$ cat src/design/uart_ctrl_map.vh
`ifndef UART_CTRL_MAP_VH
`define UART_CTRL_MAP_VH

// ***********************************
// register byte addresses
// ***********************************
`define ADDR_FRAME 4'h0
`define ADDR_IRQEN 4'h4
`define ADDR_BRKCFG 4'h8
`define ADDR_STATUS 4'hc

// ***********************************
// frame register fields
// ***********************************
`define FR_LOOP 7
`define FR_HALT_WAIT 6
`define FR_RX_SRC 5
`define FR_NINE_BIT 4
`define FR_WAKE_ADDR 3
`define FR_QUIET_STOP 2
`define FR_PARITY_ON 1
`define FR_PARITY_ODD 0

// ***********************************
// irq enable register fields
// ***********************************
`define IE_TX_EMPTY 7
`define IE_TX_DONE 6
`define IE_RX_FULL 5
`define IE_QUIET 4
`define IE_TX_ON 3
`define IE_RX_ON 2
`define IE_STANDBY 1
`define IE_BREAK 0

// ***********************************
// break config and status fields
// ***********************************
`define BC_LONG_BREAK 0
`define ST_TX_BUSY 0
`define ST_RX_BUSY 1
`define ST_PREAMBLE 2
`define ST_LINE_QUIET 3

// ***********************************
// reset values and counts
// ***********************************
`define RST_CTRL 8'h00
`define BITS_SHORT 4'ha
`define BITS_LONG 4'hb
`define BREAK_EXTRA 4'h3
`define DATA_SHORT 4'h8
`define DATA_LONG 4'h9
`define PAD_TOP 22'h000000
`define PAD_STATUS 28'h0000000
`define PAD_BRK 31'h00000000

`endif

$ cat src/design/parity_calc.v
// ***********************************
// parity over the data bits below the character's top bit
// ***********************************
module parity_calc (
  // character
  input wire [8:0] dataWord,
  input wire nineBit,
  // polarity
  input wire oddSel,
  output wire parityBit
);

  wire [7:0] covered;

  genvar i;
  generate
    for (i = 0; i < 8; i = i + 1)
    begin : g_cover
      // bit 7 is the parity slot itself in eight-bit frames
      if (i == 7)
      begin : g_top
        assign covered[i] = dataWord[i] & nineBit;
      end
      else
      begin : g_low
        assign covered[i] = dataWord[i];
      end
    end
  endgenerate

  assign parityBit = (^covered) ^ oddSel;

endmodule // parity_calc

$ cat src/design/uart_frame_ctrl.v
// Added by the designer: the register addresses and the APB slave port.
`include "uart_ctrl_map.vh"

module uart_frame_ctrl (
  // clock and reset
  input wire ref_clk,
  input wire arst_n,
  // apb slave
  input wire psel,
  input wire penable,
  input wire pwrite,
  input wire [31:0] paddr,
  input wire [31:0] pwdata,
  output wire pready,
  output reg [31:0] prdata,
  output wire pslverr,
  // timing and power
  input wire bitTick,
  input wire waitMode,
  output wire unitRun,
  // flags from the status logic
  input wire txEmptyFlag,
  input wire txDoneFlag,
  input wire rxFullFlag,
  input wire overrunFlag,
  input wire quietFlag,
  output reg irqRequest,
  // transmit data
  input wire txValid,
  input wire [8:0] txWord,
  output wire txReady,
  // receive data
  output reg rxDone,
  output reg [8:0] rxWord,
  output reg rxParityErr,
  output reg rxFrameErr,
  output reg quietDetect,
  // pins
  input wire rxPin,
  input wire txPinIn,
  output wire txPinOut,
  output wire txPinOe
);

  localparam TX_IDLE = 1'b0;
  localparam TX_SEND = 1'b1;
  localparam RX_IDLE = 2'b00;
  localparam RX_DATA = 2'b01;
  localparam RX_STOP = 2'b10;

  reg [7:0] frameCtrl;
  reg [7:0] irqCtrl;
  reg longBreak;
  reg txState;
  reg txIsBreak;
  reg [13:0] txShift;
  reg [3:0] txCnt;
  reg preamblePending;
  reg breakQueued;
  reg [1:0] rxState;
  reg [3:0] rxCnt;
  reg [8:0] rxShift;
  reg [3:0] onesCnt;
  reg quietArmed;
  reg [2:0] rxSync;
  reg [2:0] txSync;
  reg rxLine;
  reg txLine;

  wire loopOn = frameCtrl[`FR_LOOP];
  wire nineBit = frameCtrl[`FR_NINE_BIT];
  wire parityOn = frameCtrl[`FR_PARITY_ON];
  wire parityOdd = frameCtrl[`FR_PARITY_ODD];
  wire txOn = irqCtrl[`IE_TX_ON];
  wire rxOn = irqCtrl[`IE_RX_ON];
  wire standby = irqCtrl[`IE_STANDBY];
  wire breakSend = irqCtrl[`IE_BREAK];
  wire breakWant = breakSend || breakQueued;
  wire [3:0] frameBits = nineBit ? `BITS_LONG : `BITS_SHORT;
  wire [3:0] dataBits = nineBit ? `DATA_LONG : `DATA_SHORT;
  wire [3:0] breakBits = longBreak ? frameBits + `BREAK_EXTRA : frameBits;

  // ***********************************
  // apb slave
  // ***********************************
  wire [3:0] regAddr = paddr[3:0];
  wire mapped = (paddr[31:4] == 28'h0000000) && (paddr[1:0] == 2'b00);
  wire wrStrobe = psel && penable && pwrite && mapped;
  wire wrFrame = wrStrobe && (regAddr == `ADDR_FRAME);
  wire wrIrq = wrStrobe && (regAddr == `ADDR_IRQEN);
  wire wrBrk = wrStrobe && (regAddr == `ADDR_BRKCFG);
  wire [3:0] statusBits;
  reg [31:0] readMux;

  assign pready = 1'b1;
  assign pslverr = psel && penable && !mapped;

  always @*
  begin
    readMux = 32'h00000000;
    if (mapped)
    begin
      case (regAddr)
        `ADDR_FRAME: readMux = {24'h000000, frameCtrl};
        `ADDR_IRQEN: readMux = {24'h000000, irqCtrl};
        `ADDR_BRKCFG: readMux = {`PAD_BRK, longBreak};
        `ADDR_STATUS: readMux = {`PAD_STATUS, statusBits};
        default: readMux = 32'h00000000;
      endcase
    end
  end

  // read data is latched in the setup phase so the access phase sees a flop
  always @(posedge ref_clk or negedge arst_n)
  begin
    if (!arst_n)
      prdata <= 32'h00000000;
    else if (psel && !penable)
      prdata <= readMux;
  end

  // ***********************************
  // control registers
  // ***********************************
  wire wakeHit;
  wire txRise = wrIrq && pwdata[`IE_TX_ON] && !txOn;

  always @(posedge ref_clk or negedge arst_n)
  begin
    if (!arst_n)
    begin
      frameCtrl <= `RST_CTRL;
      irqCtrl <= `RST_CTRL;
      longBreak <= 1'b0;
    end
    else
    begin
      if (wrFrame)
        frameCtrl <= pwdata[7:0];
      if (wrBrk)
        longBreak <= pwdata[`BC_LONG_BREAK];
      // a software write in the same cycle as a wakeup takes priority
      if (wrIrq)
        irqCtrl <= pwdata[7:0];
      else if (wakeHit)
        irqCtrl[`IE_STANDBY] <= 1'b0;
    end
  end

  // ***********************************
  // wait mode gating
  // ***********************************
  assign unitRun = !(frameCtrl[`FR_HALT_WAIT] && waitMode);
  wire tick = bitTick && unitRun;

  // ***********************************
  // pin synchronisers
  // ***********************************
  always @(posedge ref_clk or negedge arst_n)
  begin
    if (!arst_n)
    begin
      rxSync <= 3'b111;
      txSync <= 3'b111;
      rxLine <= 1'b1;
      txLine <= 1'b1;
    end
    else
    begin
      rxSync <= {rxSync[1:0], rxPin};
      txSync <= {txSync[1:0], txPinIn};
      // a level counts only once the second and third stages agree
      if (rxSync[1] == rxSync[2])
        rxLine <= rxSync[2];
      if (txSync[1] == txSync[2])
        txLine <= txSync[2];
    end
  end

  // ***********************************
  // transmitter
  // ***********************************
  wire txParity;
  wire txOut = (txState == TX_SEND) ? txShift[0] : 1'b1;
  wire txStartOk = txOn && tick && (txState == TX_IDLE);
  wire txMsb = parityOn ? txParity : (nineBit ? txWord[8] : txWord[7]);
  wire [10:0] txFrame = nineBit ? {1'b1, txMsb, txWord[7:0], 1'b0}
    : {2'b11, txMsb, txWord[6:0], 1'b0};

  parity_calc u_txParity (
    .dataWord(txWord),
    .nineBit(nineBit),
    .oddSel(parityOdd),
    .parityBit(txParity)
  );

  assign txReady = txStartOk && !breakWant && !preamblePending;
  assign txPinOut = txOut;
  assign txPinOe = txOn;

  always @(posedge ref_clk or negedge arst_n)
  begin
    if (!arst_n)
    begin
      txState <= TX_IDLE;
      txIsBreak <= 1'b0;
      txShift <= 14'h3fff;
      txCnt <= 4'h0;
      preamblePending <= 1'b0;
      breakQueued <= 1'b0;
    end
    else if (!txOn && !txRise)
    begin
      txState <= TX_IDLE;
      txIsBreak <= 1'b0;
      preamblePending <= 1'b0;
      breakQueued <= 1'b0;
    end
    else
    begin
      if (txRise)
        preamblePending <= 1'b1;
      case (txState)
        TX_IDLE:
        begin
          if (txStartOk && breakWant)
          begin
            txState <= TX_SEND;
            txIsBreak <= 1'b1;
            breakQueued <= 1'b0;
            txShift <= 14'h0000;
            txCnt <= breakBits;
          end
          else if (txStartOk && preamblePending)
          begin
            txState <= TX_SEND;
            txIsBreak <= 1'b0;
            txShift <= 14'h3fff;
            txCnt <= frameBits;
            preamblePending <= 1'b0;
          end
          else if (txReady && txValid)
          begin
            txState <= TX_SEND;
            txIsBreak <= 1'b0;
            txShift <= {3'b111, txFrame};
            txCnt <= frameBits;
          end
        end
        TX_SEND:
        begin
          if (tick)
          begin
            txShift <= {1'b1, txShift[13:1]};
            txCnt <= txCnt - 4'h1;
            if (txCnt == 4'h1)
            begin
              if (txIsBreak && breakSend)
              begin
                txShift <= 14'h0000;
                txCnt <= breakBits;
              end
              else
              begin
                txState <= TX_IDLE;
                txIsBreak <= 1'b0;
              end
            end
          end
        end
        default: txState <= TX_IDLE;
      endcase
      // a toggle shorter than a bit time still owes one break
      if (wrIrq && pwdata[`IE_BREAK] && !breakSend)
        breakQueued <= 1'b1;
    end
  end

  // ***********************************
  // receiver input select
  // ***********************************
  // single-wire reads the transmit pin, so the far end must share it
  wire rxIn = !loopOn ? rxLine : (frameCtrl[`FR_RX_SRC] ? txLine : txOut);

  // ***********************************
  // receiver
  // ***********************************
  wire [8:0] rxCand = nineBit ? rxShift : {1'b0, rxShift[8:1]};
  wire rxMsb = nineBit ? rxCand[8] : rxCand[7];
  wire rxParity;
  wire stopTick = tick && (rxState == RX_STOP);
  wire addrWake = stopTick && standby && frameCtrl[`FR_WAKE_ADDR] && rxMsb;
  wire countOnes = rxIn && (!frameCtrl[`FR_QUIET_STOP] || rxState == RX_IDLE);
  wire [3:0] quietBits = nineBit ? `BITS_LONG : `BITS_SHORT;
  wire quietHit = tick && countOnes && (onesCnt == quietBits - 4'h1);
  wire lineWake = quietHit && standby && !frameCtrl[`FR_WAKE_ADDR];

  assign wakeHit = rxOn && (addrWake || lineWake);
  assign statusBits = {onesCnt >= quietBits, preamblePending, rxState != RX_IDLE,
    txState == TX_SEND};

  parity_calc u_rxParity (
    .dataWord(rxCand),
    .nineBit(nineBit),
    .oddSel(parityOdd),
    .parityBit(rxParity)
  );

  always @(posedge ref_clk or negedge arst_n)
  begin
    if (!arst_n)
    begin
      rxState <= RX_IDLE;
      rxCnt <= 4'h0;
      rxShift <= 9'h000;
      onesCnt <= 4'h0;
      quietArmed <= 1'b0;
      rxDone <= 1'b0;
      rxWord <= 9'h000;
      rxParityErr <= 1'b0;
      rxFrameErr <= 1'b0;
      quietDetect <= 1'b0;
    end
    else
    begin
      rxDone <= 1'b0;
      quietDetect <= 1'b0;
      if (!rxOn)
      begin
        rxState <= RX_IDLE;
        onesCnt <= 4'h0;
      end
      else if (tick)
      begin
        if (!rxIn || (frameCtrl[`FR_QUIET_STOP] && rxState != RX_IDLE))
          onesCnt <= 4'h0;
        else if (countOnes && onesCnt < quietBits)
          onesCnt <= onesCnt + 4'h1;
        // a frame must complete before another quiet report
        if (quietHit && quietArmed && !standby)
        begin
          quietDetect <= 1'b1;
          quietArmed <= 1'b0;
        end
        case (rxState)
          RX_IDLE:
          begin
            if (!rxIn)
            begin
              rxState <= RX_DATA;
              rxCnt <= 4'h0;
            end
          end
          RX_DATA:
          begin
            rxShift <= {rxIn, rxShift[8:1]};
            rxCnt <= rxCnt + 4'h1;
            if (rxCnt == dataBits - 4'h1)
              rxState <= RX_STOP;
          end
          RX_STOP:
          begin
            rxState <= RX_IDLE;
            // standby hides characters except the one that wakes the unit
            if (!standby || addrWake)
            begin
              rxDone <= 1'b1;
              rxWord <= rxCand;
              rxParityErr <= parityOn && (rxMsb != rxParity);
              rxFrameErr <= !rxIn;
              quietArmed <= 1'b1;
            end
          end
          default: rxState <= RX_IDLE;
        endcase
      end
    end
  end

  // ***********************************
  // interrupt request
  // ***********************************
  always @(posedge ref_clk or negedge arst_n)
  begin
    if (!arst_n)
      irqRequest <= 1'b0;
    else
      irqRequest <= (irqCtrl[`IE_TX_EMPTY] && txEmptyFlag)
        || (irqCtrl[`IE_TX_DONE] && txDoneFlag)
        || (!standby && irqCtrl[`IE_RX_FULL] && (rxFullFlag || overrunFlag))
        || (!standby && irqCtrl[`IE_QUIET] && quietFlag);
  end

endmodule // uart_frame_ctrl

$ cat config.mk
export PLATFORM = sky130hd
export DESIGN_NAME = uart_frame_ctrl
export DESIGN_NICKNAME = d
export VERILOG_FILES = /design/src/design/parity_calc.v /design/src/design/uart_frame_ctrl.v
export VERILOG_INCLUDE_DIRS = /design/src /design/src/design
export SDC_FILE = /design/constraint.sdc
export NUM_CORES = 1
export LEC_CHECK = 0
export CORE_MARGIN = 2
export CORE_UTILIZATION = 30
export DETAILED_ROUTE_END_ITERATION = 10
export DONT_BUFFER_PORTS = 1
export GPL_TIMING_DRIVEN = 0
export MAX_ROUTING_LAYER = met4
export PLACE_DENSITY = 0.51
export SLEW_MARGIN = 20
export SYNTH_ARGS = -nofsm -noshare
export SYNTH_HDL_FRONTEND = slang
export SYNTH_SLANG_ARGS = --single-unit
$ cat constraint.sdc
create_clock -name ref_clk -period 2.34 [get_ports ref_clk]
set_input_delay 0.117 -clock ref_clk [delete_from_list [all_inputs] [get_ports ref_clk]]
set_output_delay 0.117 -clock ref_clk [all_outputs]
set_load 0.01 [all_outputs]
---- Word level (Yosys, flattened, before mapping) ----
Cells that the tools add are included.
cells by class
  $add $sub $neg .......................... 6
  reductions and logical operators ........ 85
  order comparisons ....................... 2
  bitwise logic cells ..................... 6
  muxes and demuxes ....................... 75
  equal/unequal tests ..................... 23
operators by type and width
  operator               number
  $mux W14               6
  $mux W4                12
  $logic_and A1 B1 Y1    45
  $mux W1                43
  $mux W32               1
  $pmux W8 S4            1
  $logic_not A28 Y1      1
  $pmux W14 S2           1
  $pmux W4 S2            2
  $reduce_xor A8 Y1      2
  $logic_not A1 Y1       12
  $ne A3 B1 Y1 const B   4
  $reduce_and A4 Y1      3
  $sub A4 B1 Y4 const B  3
  $mux W10               1
  $logic_or A1 B1 Y1     9
  $mux W9                1
  $ne A3 B3 Y1 const B   3
  $reduce_and A3 Y1      3
  $add A4 B1 Y4 const B  2
  $eq A4 B4 Y1           2
  $eq A4 B4 Y1 const B   2
  $mux W2                4
  $reduce_and A2 Y1      3
  other kinds (22)       31
word-level totals
  output and inout bits ................... 52
  input bits .............................. 88
  register bits after elaboration ......... 113

---- Depth between registers and ports, before layout ----
  depth after elaboration ................. 13
  gate-level depth with buffers ........... 8

---- Modules after synthesis ----
A second synthesis with hierarchy kept.
unflattened totals
  cells, all modules ...................... 441
  area total of the unflattened synthesis .. 4,893.4 µm²
modules (own cells, without submodules)
  module           times used  seq. area each (µm²)  area an instance (µm²)  cells each
  uart_frame_ctrl  1           2,254.7               4,720.8                 425
  parity_calc      2           0.0                   86.3                    8

---- Worst setup path before layout ----
Ideal clock, no wire load.
  path kind ............................... register -> register
  start point ............................. register onesCnt[0]
  end point ............................... register quietDetect
  path slack .............................. 0.423 ns
  period minus slack after synthesis ...... 1.917 ns
  data arrival time ....................... 1.831 ns
  stages on the path, launching flop included .. 6
  cells stage by stage .................... dfrtp_1 inv_1 ha_1 or4b_1 or4_1 nor3_1
between the ends
  word-level cells in the longest chain between the ends .. 7
ends and longest elaborated chain
  item                              line                   source
  start: declaration                uart_frame_ctrl.v:63   reg [3:0] onesCnt;
  start signal: assignment          uart_frame_ctrl.v:338  onesCnt <= onesCnt + 4'h1;
  $eq A4 B4 Y1                      uart_frame_ctrl.v:295  wire quietHit = tick && countOnes && (onesCnt == quietBits - 4'h1);
  $logic_and A1 B1 Y1               uart_frame_ctrl.v:295
  $logic_and A1 B1 Y1 (2 in a row)  uart_frame_ctrl.v:340  if (quietHit && quietArmed && !standby)
  $mux W1                           uart_frame_ctrl.v:340
  $mux W1                           uart_frame_ctrl.v:333  else if (tick)
  $mux W1                           uart_frame_ctrl.v:328  if (!rxOn)
  end signal: assignment            uart_frame_ctrl.v:322  quietDetect <= 1'b0;
  end signal: assignment            uart_frame_ctrl.v:327  quietDetect <= 1'b0;
  end signal: assignment            uart_frame_ctrl.v:342  quietDetect <= 1'b1;
  end: declaration                  uart_frame_ctrl.v:37   output reg quietDetect,
Every way passes these cells.
A chain may end at the register's enable or synchronous reset.

---- Worst setup path after layout ----
  start point ............................. register frameCtrl[6]
  end point ............................... register txShift[5]
between the ends
  word-level cells in the longest chain between the ends .. 10
  elaborated cells on any way between the ends .. 16
ends and longest elaborated chain
  item                              line                   source
  start: declaration                uart_frame_ctrl.v:51   reg [7:0] frameCtrl;
  start signal: assignment          uart_frame_ctrl.v:132  frameCtrl <= `RST_CTRL;
  start signal: assignment          uart_frame_ctrl.v:139  frameCtrl <= pwdata[7:0];
  $logic_and A1 B1 Y1 *             uart_frame_ctrl.v:153  assign unitRun = !(frameCtrl[`FR_HALT_WAIT] && waitMode);
  $logic_not A1 Y1 *                uart_frame_ctrl.v:153
  $logic_and A1 B1 Y1 *             uart_frame_ctrl.v:154  wire tick = bitTick && unitRun;
  $logic_and A1 B1 Y1 (2 in a row)  uart_frame_ctrl.v:185  wire txStartOk = txOn && tick && (txState == TX_IDLE);
  $logic_and A1 B1 Y1 (2 in a row)  uart_frame_ctrl.v:197  assign txReady = txStartOk && !breakWant && !preamblePending;
  $logic_and A1 B1 Y1               uart_frame_ctrl.v:242  else if (txReady && txValid)
  $ne A4 B1 Y1 (no line)            n/a
  $reduce_and A3 Y1 (no line)       n/a
  end signal: assignment            uart_frame_ctrl.v:246  txShift <= {3'b111, txFrame};
  end signal: assignment            uart_frame_ctrl.v:254  txShift <= {1'b1, txShift[13:1]};
  end: declaration                  uart_frame_ctrl.v:56   reg [13:0] txShift;
Mark *: on every way between the ends. The rest lies on a longest branch, timed or not.

==> impl_metrics.csv <==
group,metric,value,unit
final_layout,area_growth,20.1,%
cts,root_buffer,"clkbuf_16",
worst_setup_path,r2r-start,"frameCtrl[6]$_DFFE_PN0P_",
placed_design,place_inst,704,
worst_setup_path,rrSetupSlack,0.19,ns
placed_design,placed_area,5040,um2
detailed_routing,routed_wl,11.4,mm
placed_design,place_hpwl,8.15,mm
sta,drv_slew,0,
global_routing,grt_start_max_net_pins,90,
logic_synthesis,syn_area_per_cell,9.97,um2
worst_setup_path,path_class,"reg -> reg",
power_and_ir_drop,leakagePower,2.46,nW
die,core,15300,um2
cts,numCtsBuffers,9,
logic_synthesis,seq_area_frac_synth,0.481,
sta,setup_viol,0,
cts,h-tree-depth,3,
detailed_routing,route.antenna.remaining_nets,0,
final_layout,layout.area.seq,2250,um2
flow_run,maxCapViolations,0,
logic_synthesis,synth_area_leaders,"dfrtp_1 (36%), dfstp_2 (12%), mux2_2 (5.3%)",
placed_design,post-place-ws,-0.129,ns
detailed_routing,post_drt_wl_per_cell,15.3,um
die,die_y,129,um
sta,fin_ws,0.193,ns
logic_synthesis,synthArstFlopShare,1.00,
global_routing,grt_usage,0.148,
sta,fin_skew,0.00824,ns
final_layout,instances_no_fill,742,
cts,cts.path.max_buffers,2,
die,die-width,129,um
logic_synthesis,synth_top_area_cell,"dfrtp_1",
sta,relSlewSlack,0.498,
logic_synthesis,yosys_register_bits,89,
global_routing,antenna_found_initial,0,
logic_synthesis,syn_inst,470,
sta,hold_viol,0,
power_and_ir_drop,ir_drop,310,uV
final_layout,drive_gt1_frac,0.203,
die,io_pins,140,
final_layout,num-fill-cells,1494,
power_and_ir_drop,power_density,596,nW/um2
hold_path,holdCritStartpoint,"txWord[4]",
sta,rsz0062_at_grt,"no",
cts,cts_tree,"built",
worst_setup_path,rr_worst_depth,6,
logic_synthesis,synth_edf_count,0,
final_layout,multi_input_area,2190,um2
sta,post-route-period-util,0.918,
die,dieArea,16600,um2
sta,fin_setup_tns,0,ns
logic_synthesis,netlist_area,4690,um2
detailed_routing,drt-initial-drc-count,198,
cts,insertion_delay,0.35,ns
detailed_routing,vias_per_cell,4.79,
final_layout,n_antenna_cell,0,
logic_synthesis,netlist.area_leader.share,0.358,
sta,fmax,466,MHz
worst_setup_path,crit_required,2.61,ns
final_layout,fin_util,0.369,
global_routing,overflow,0,
cts,clock_sinks,89,
hold_path,min_path_cells,2,
global_routing,grt_pass1_wl,18.6,mm
cts,clk_pin_slew,0.06,ns
placed_design,port_buffers,0,
global_routing,grt_pass1_vias,3586,
die,rows,45,
placed_design,gp_congestion,0.826,
worst_setup_path,cp-start-kind,"flip-flop",
run_status,status,"completed",
worst_setup_path,crit_path_end_kind,"flip-flop",
hold_path,hp-class,"in -> reg",
worst_setup_path,reg2reg_to,"txShift[5]$_DFFE_PN1P_",
die,initial_core_util,0.307,
logic_synthesis,synth_ff_type,"dfrtp_1",
final_layout,nets,620,
worst_setup_path,cp_data_arrival_time,2.42,ns
logic_synthesis,synth_warnings,0,
detailed_routing,via_count,3556,
detailed_routing,first_pass_iters,4,
logic_synthesis,yosysUniqueCellTypes,58,
worst_setup_path,crit_fanout,10,
detailed_routing,drc,0,
sta,layout_min_cycle_time,2.15,ns
final_layout,fin_area,5630,um2
hold_path,min_to,"txShift[5]$_DFFE_PN1P_",
sta,worstMarginPinSlew,0.753,ns
[report_power, final]
part	total, mW	internal (mW)	switching, mW
Sequential	1.56	1.55	0.00366
Combinational	0.208	0.0945	0.114
Clock	1.59	0.966	0.625
[layout make-up]
class | count | area share
multi-input cells | 343 | 0.390
inverters | 14 | 0.00934
clock buffers | 10 | 0.0425
well taps | 211 | 0.0469
plain buffers | 47 | 0.0525
clock inverters | 6 | 0.0162
repair buffers | 22 | 0.0422
flip-flops and latches | 89 | 0.401
[cell usage after synthesis, drive strengths merged, types with 2 or more instances]
cell type / number
nor4b: 3
dfrtp: 67
nor2b: 7
nand2: 48
a21boi: 3
o31ai: 3
inv: 14
o22a: 4
ha: 6
nor2: 34
a31oi: 15
o21ai: 36
a21oi: 24
nand4: 4
or3: 2
nor4: 9
a22oi: 3
nor3: 7
and3: 3
a221oi: 2
or4b: 2
o211ai: 2
maj3: 2
xnor2: 14
buf: 30
or4: 3
nand4b: 2
xor2: 4
clkbuf: 17
mux2: 22
conb: 2
dfstp: 22
and2: 2
nand2b: 6
or2: 2
mux2i: 18
nand3: 12
[layer usage]
layer  global-route usage  wire [um]  share of wire
met2                0.231       5520           0.49
met4               0.0748        357          0.031
met1                0.183       4970           0.44
met5                    -          0              0
met3               0.0326        532          0.047
[cell usage in the layout, fill, tap and decap left out, drive strengths merged, types with 7 or more instances in the layout]
cell type,count
inv,14
mux2i,18
clkbuf,27
o21ai,36
a21oi,24
nor4,9
a31oi,15
nand3,12
buf,31
mux2,22
dfrtp,67
nand2,48
nor2b,7
nor2,34
dlygate4sd3,21
nor3,7
dfstp,22
conb,25
xnor2,14
[flip-flops by register name, indices dropped and copies added (netlist names), 4 cells and up]
name       count
txShift       14
rxShift        9
rxWord         9
frameCtrl      8
irqCtrl        8
prdata         8
onesCnt        4
rxCnt          4
txCnt          4
[worst max-delay path by stage]
stage | slack, ns | startpoint | cells past startpoint | end
6_report | 0.19 | frameCtrl[6]$_DFFE_PN0P_ | 6 | txShift[5]$_DFFE_PN1P_
5_1_grt | 0.006 | frameCtrl[6]$_DFFE_PN0P_ | 6 | txShift[6]$_DFFE_PN1P_
4_1_cts | 0.04 | frameCtrl[6]$_DFFE_PN0P_ | 5 | rxShift[2]$_DFFE_PN0P_
3_5_place_dp | -0.13 | frameCtrl[6]$_DFFE_PN0P_ | 5 | rxShift[2]$_DFFE_PN0P_
3_3_place_gp | -0.09 | frameCtrl[6]$_DFFE_PN0P_ | 5 | rxShift[5]$_DFFE_PN0P_
2_1_floorplan | 0.42 | onesCnt[0]$_DFFE_PN0P_ | 5 | quietDetect$_DFF_PN0_
[critical path, stage by stage (launching register included)]
cell     delay [ns]
dfrtp_1        0.41
a21bo_2        0.31
or4_1          0.59
o21ai_4        0.29
buf_4          0.24
nor2_1         0.07
a31oi_1        0.15
[metrics by stage]
step	total power [mW]	hold WS (ns)
2_1_floorplan	1.71	-0.179
3_5_place_dp	1.73	-0.174
5_1_grt	3.50	0.0221
4_1_cts	3.41	0.00255
6_report	3.36	0.0100
3_3_place_gp	1.72	-0.174
[cell families after synthesis]
kind of cell / synth area share
flip-flops: 0.481
AND/OR/NAND/NOR: 0.160
buffers and inverters: 0.0731
XOR/XNOR: 0.0336
multiplexers: 0.0961
adder cells (fa/ha/maj): 0.0203
AO/OA/AOI/OAI: 0.135
other: 0.00160
[timing repair]
action,CTS,global route
setup endpoints to repair,32,33
setup buffers,0,0
hold buffers,22,0
gates resized for setup,1,11
pin swaps,0,0
endpoints found under the hold margin,117,0
Power figures use the tool's default switching activity.
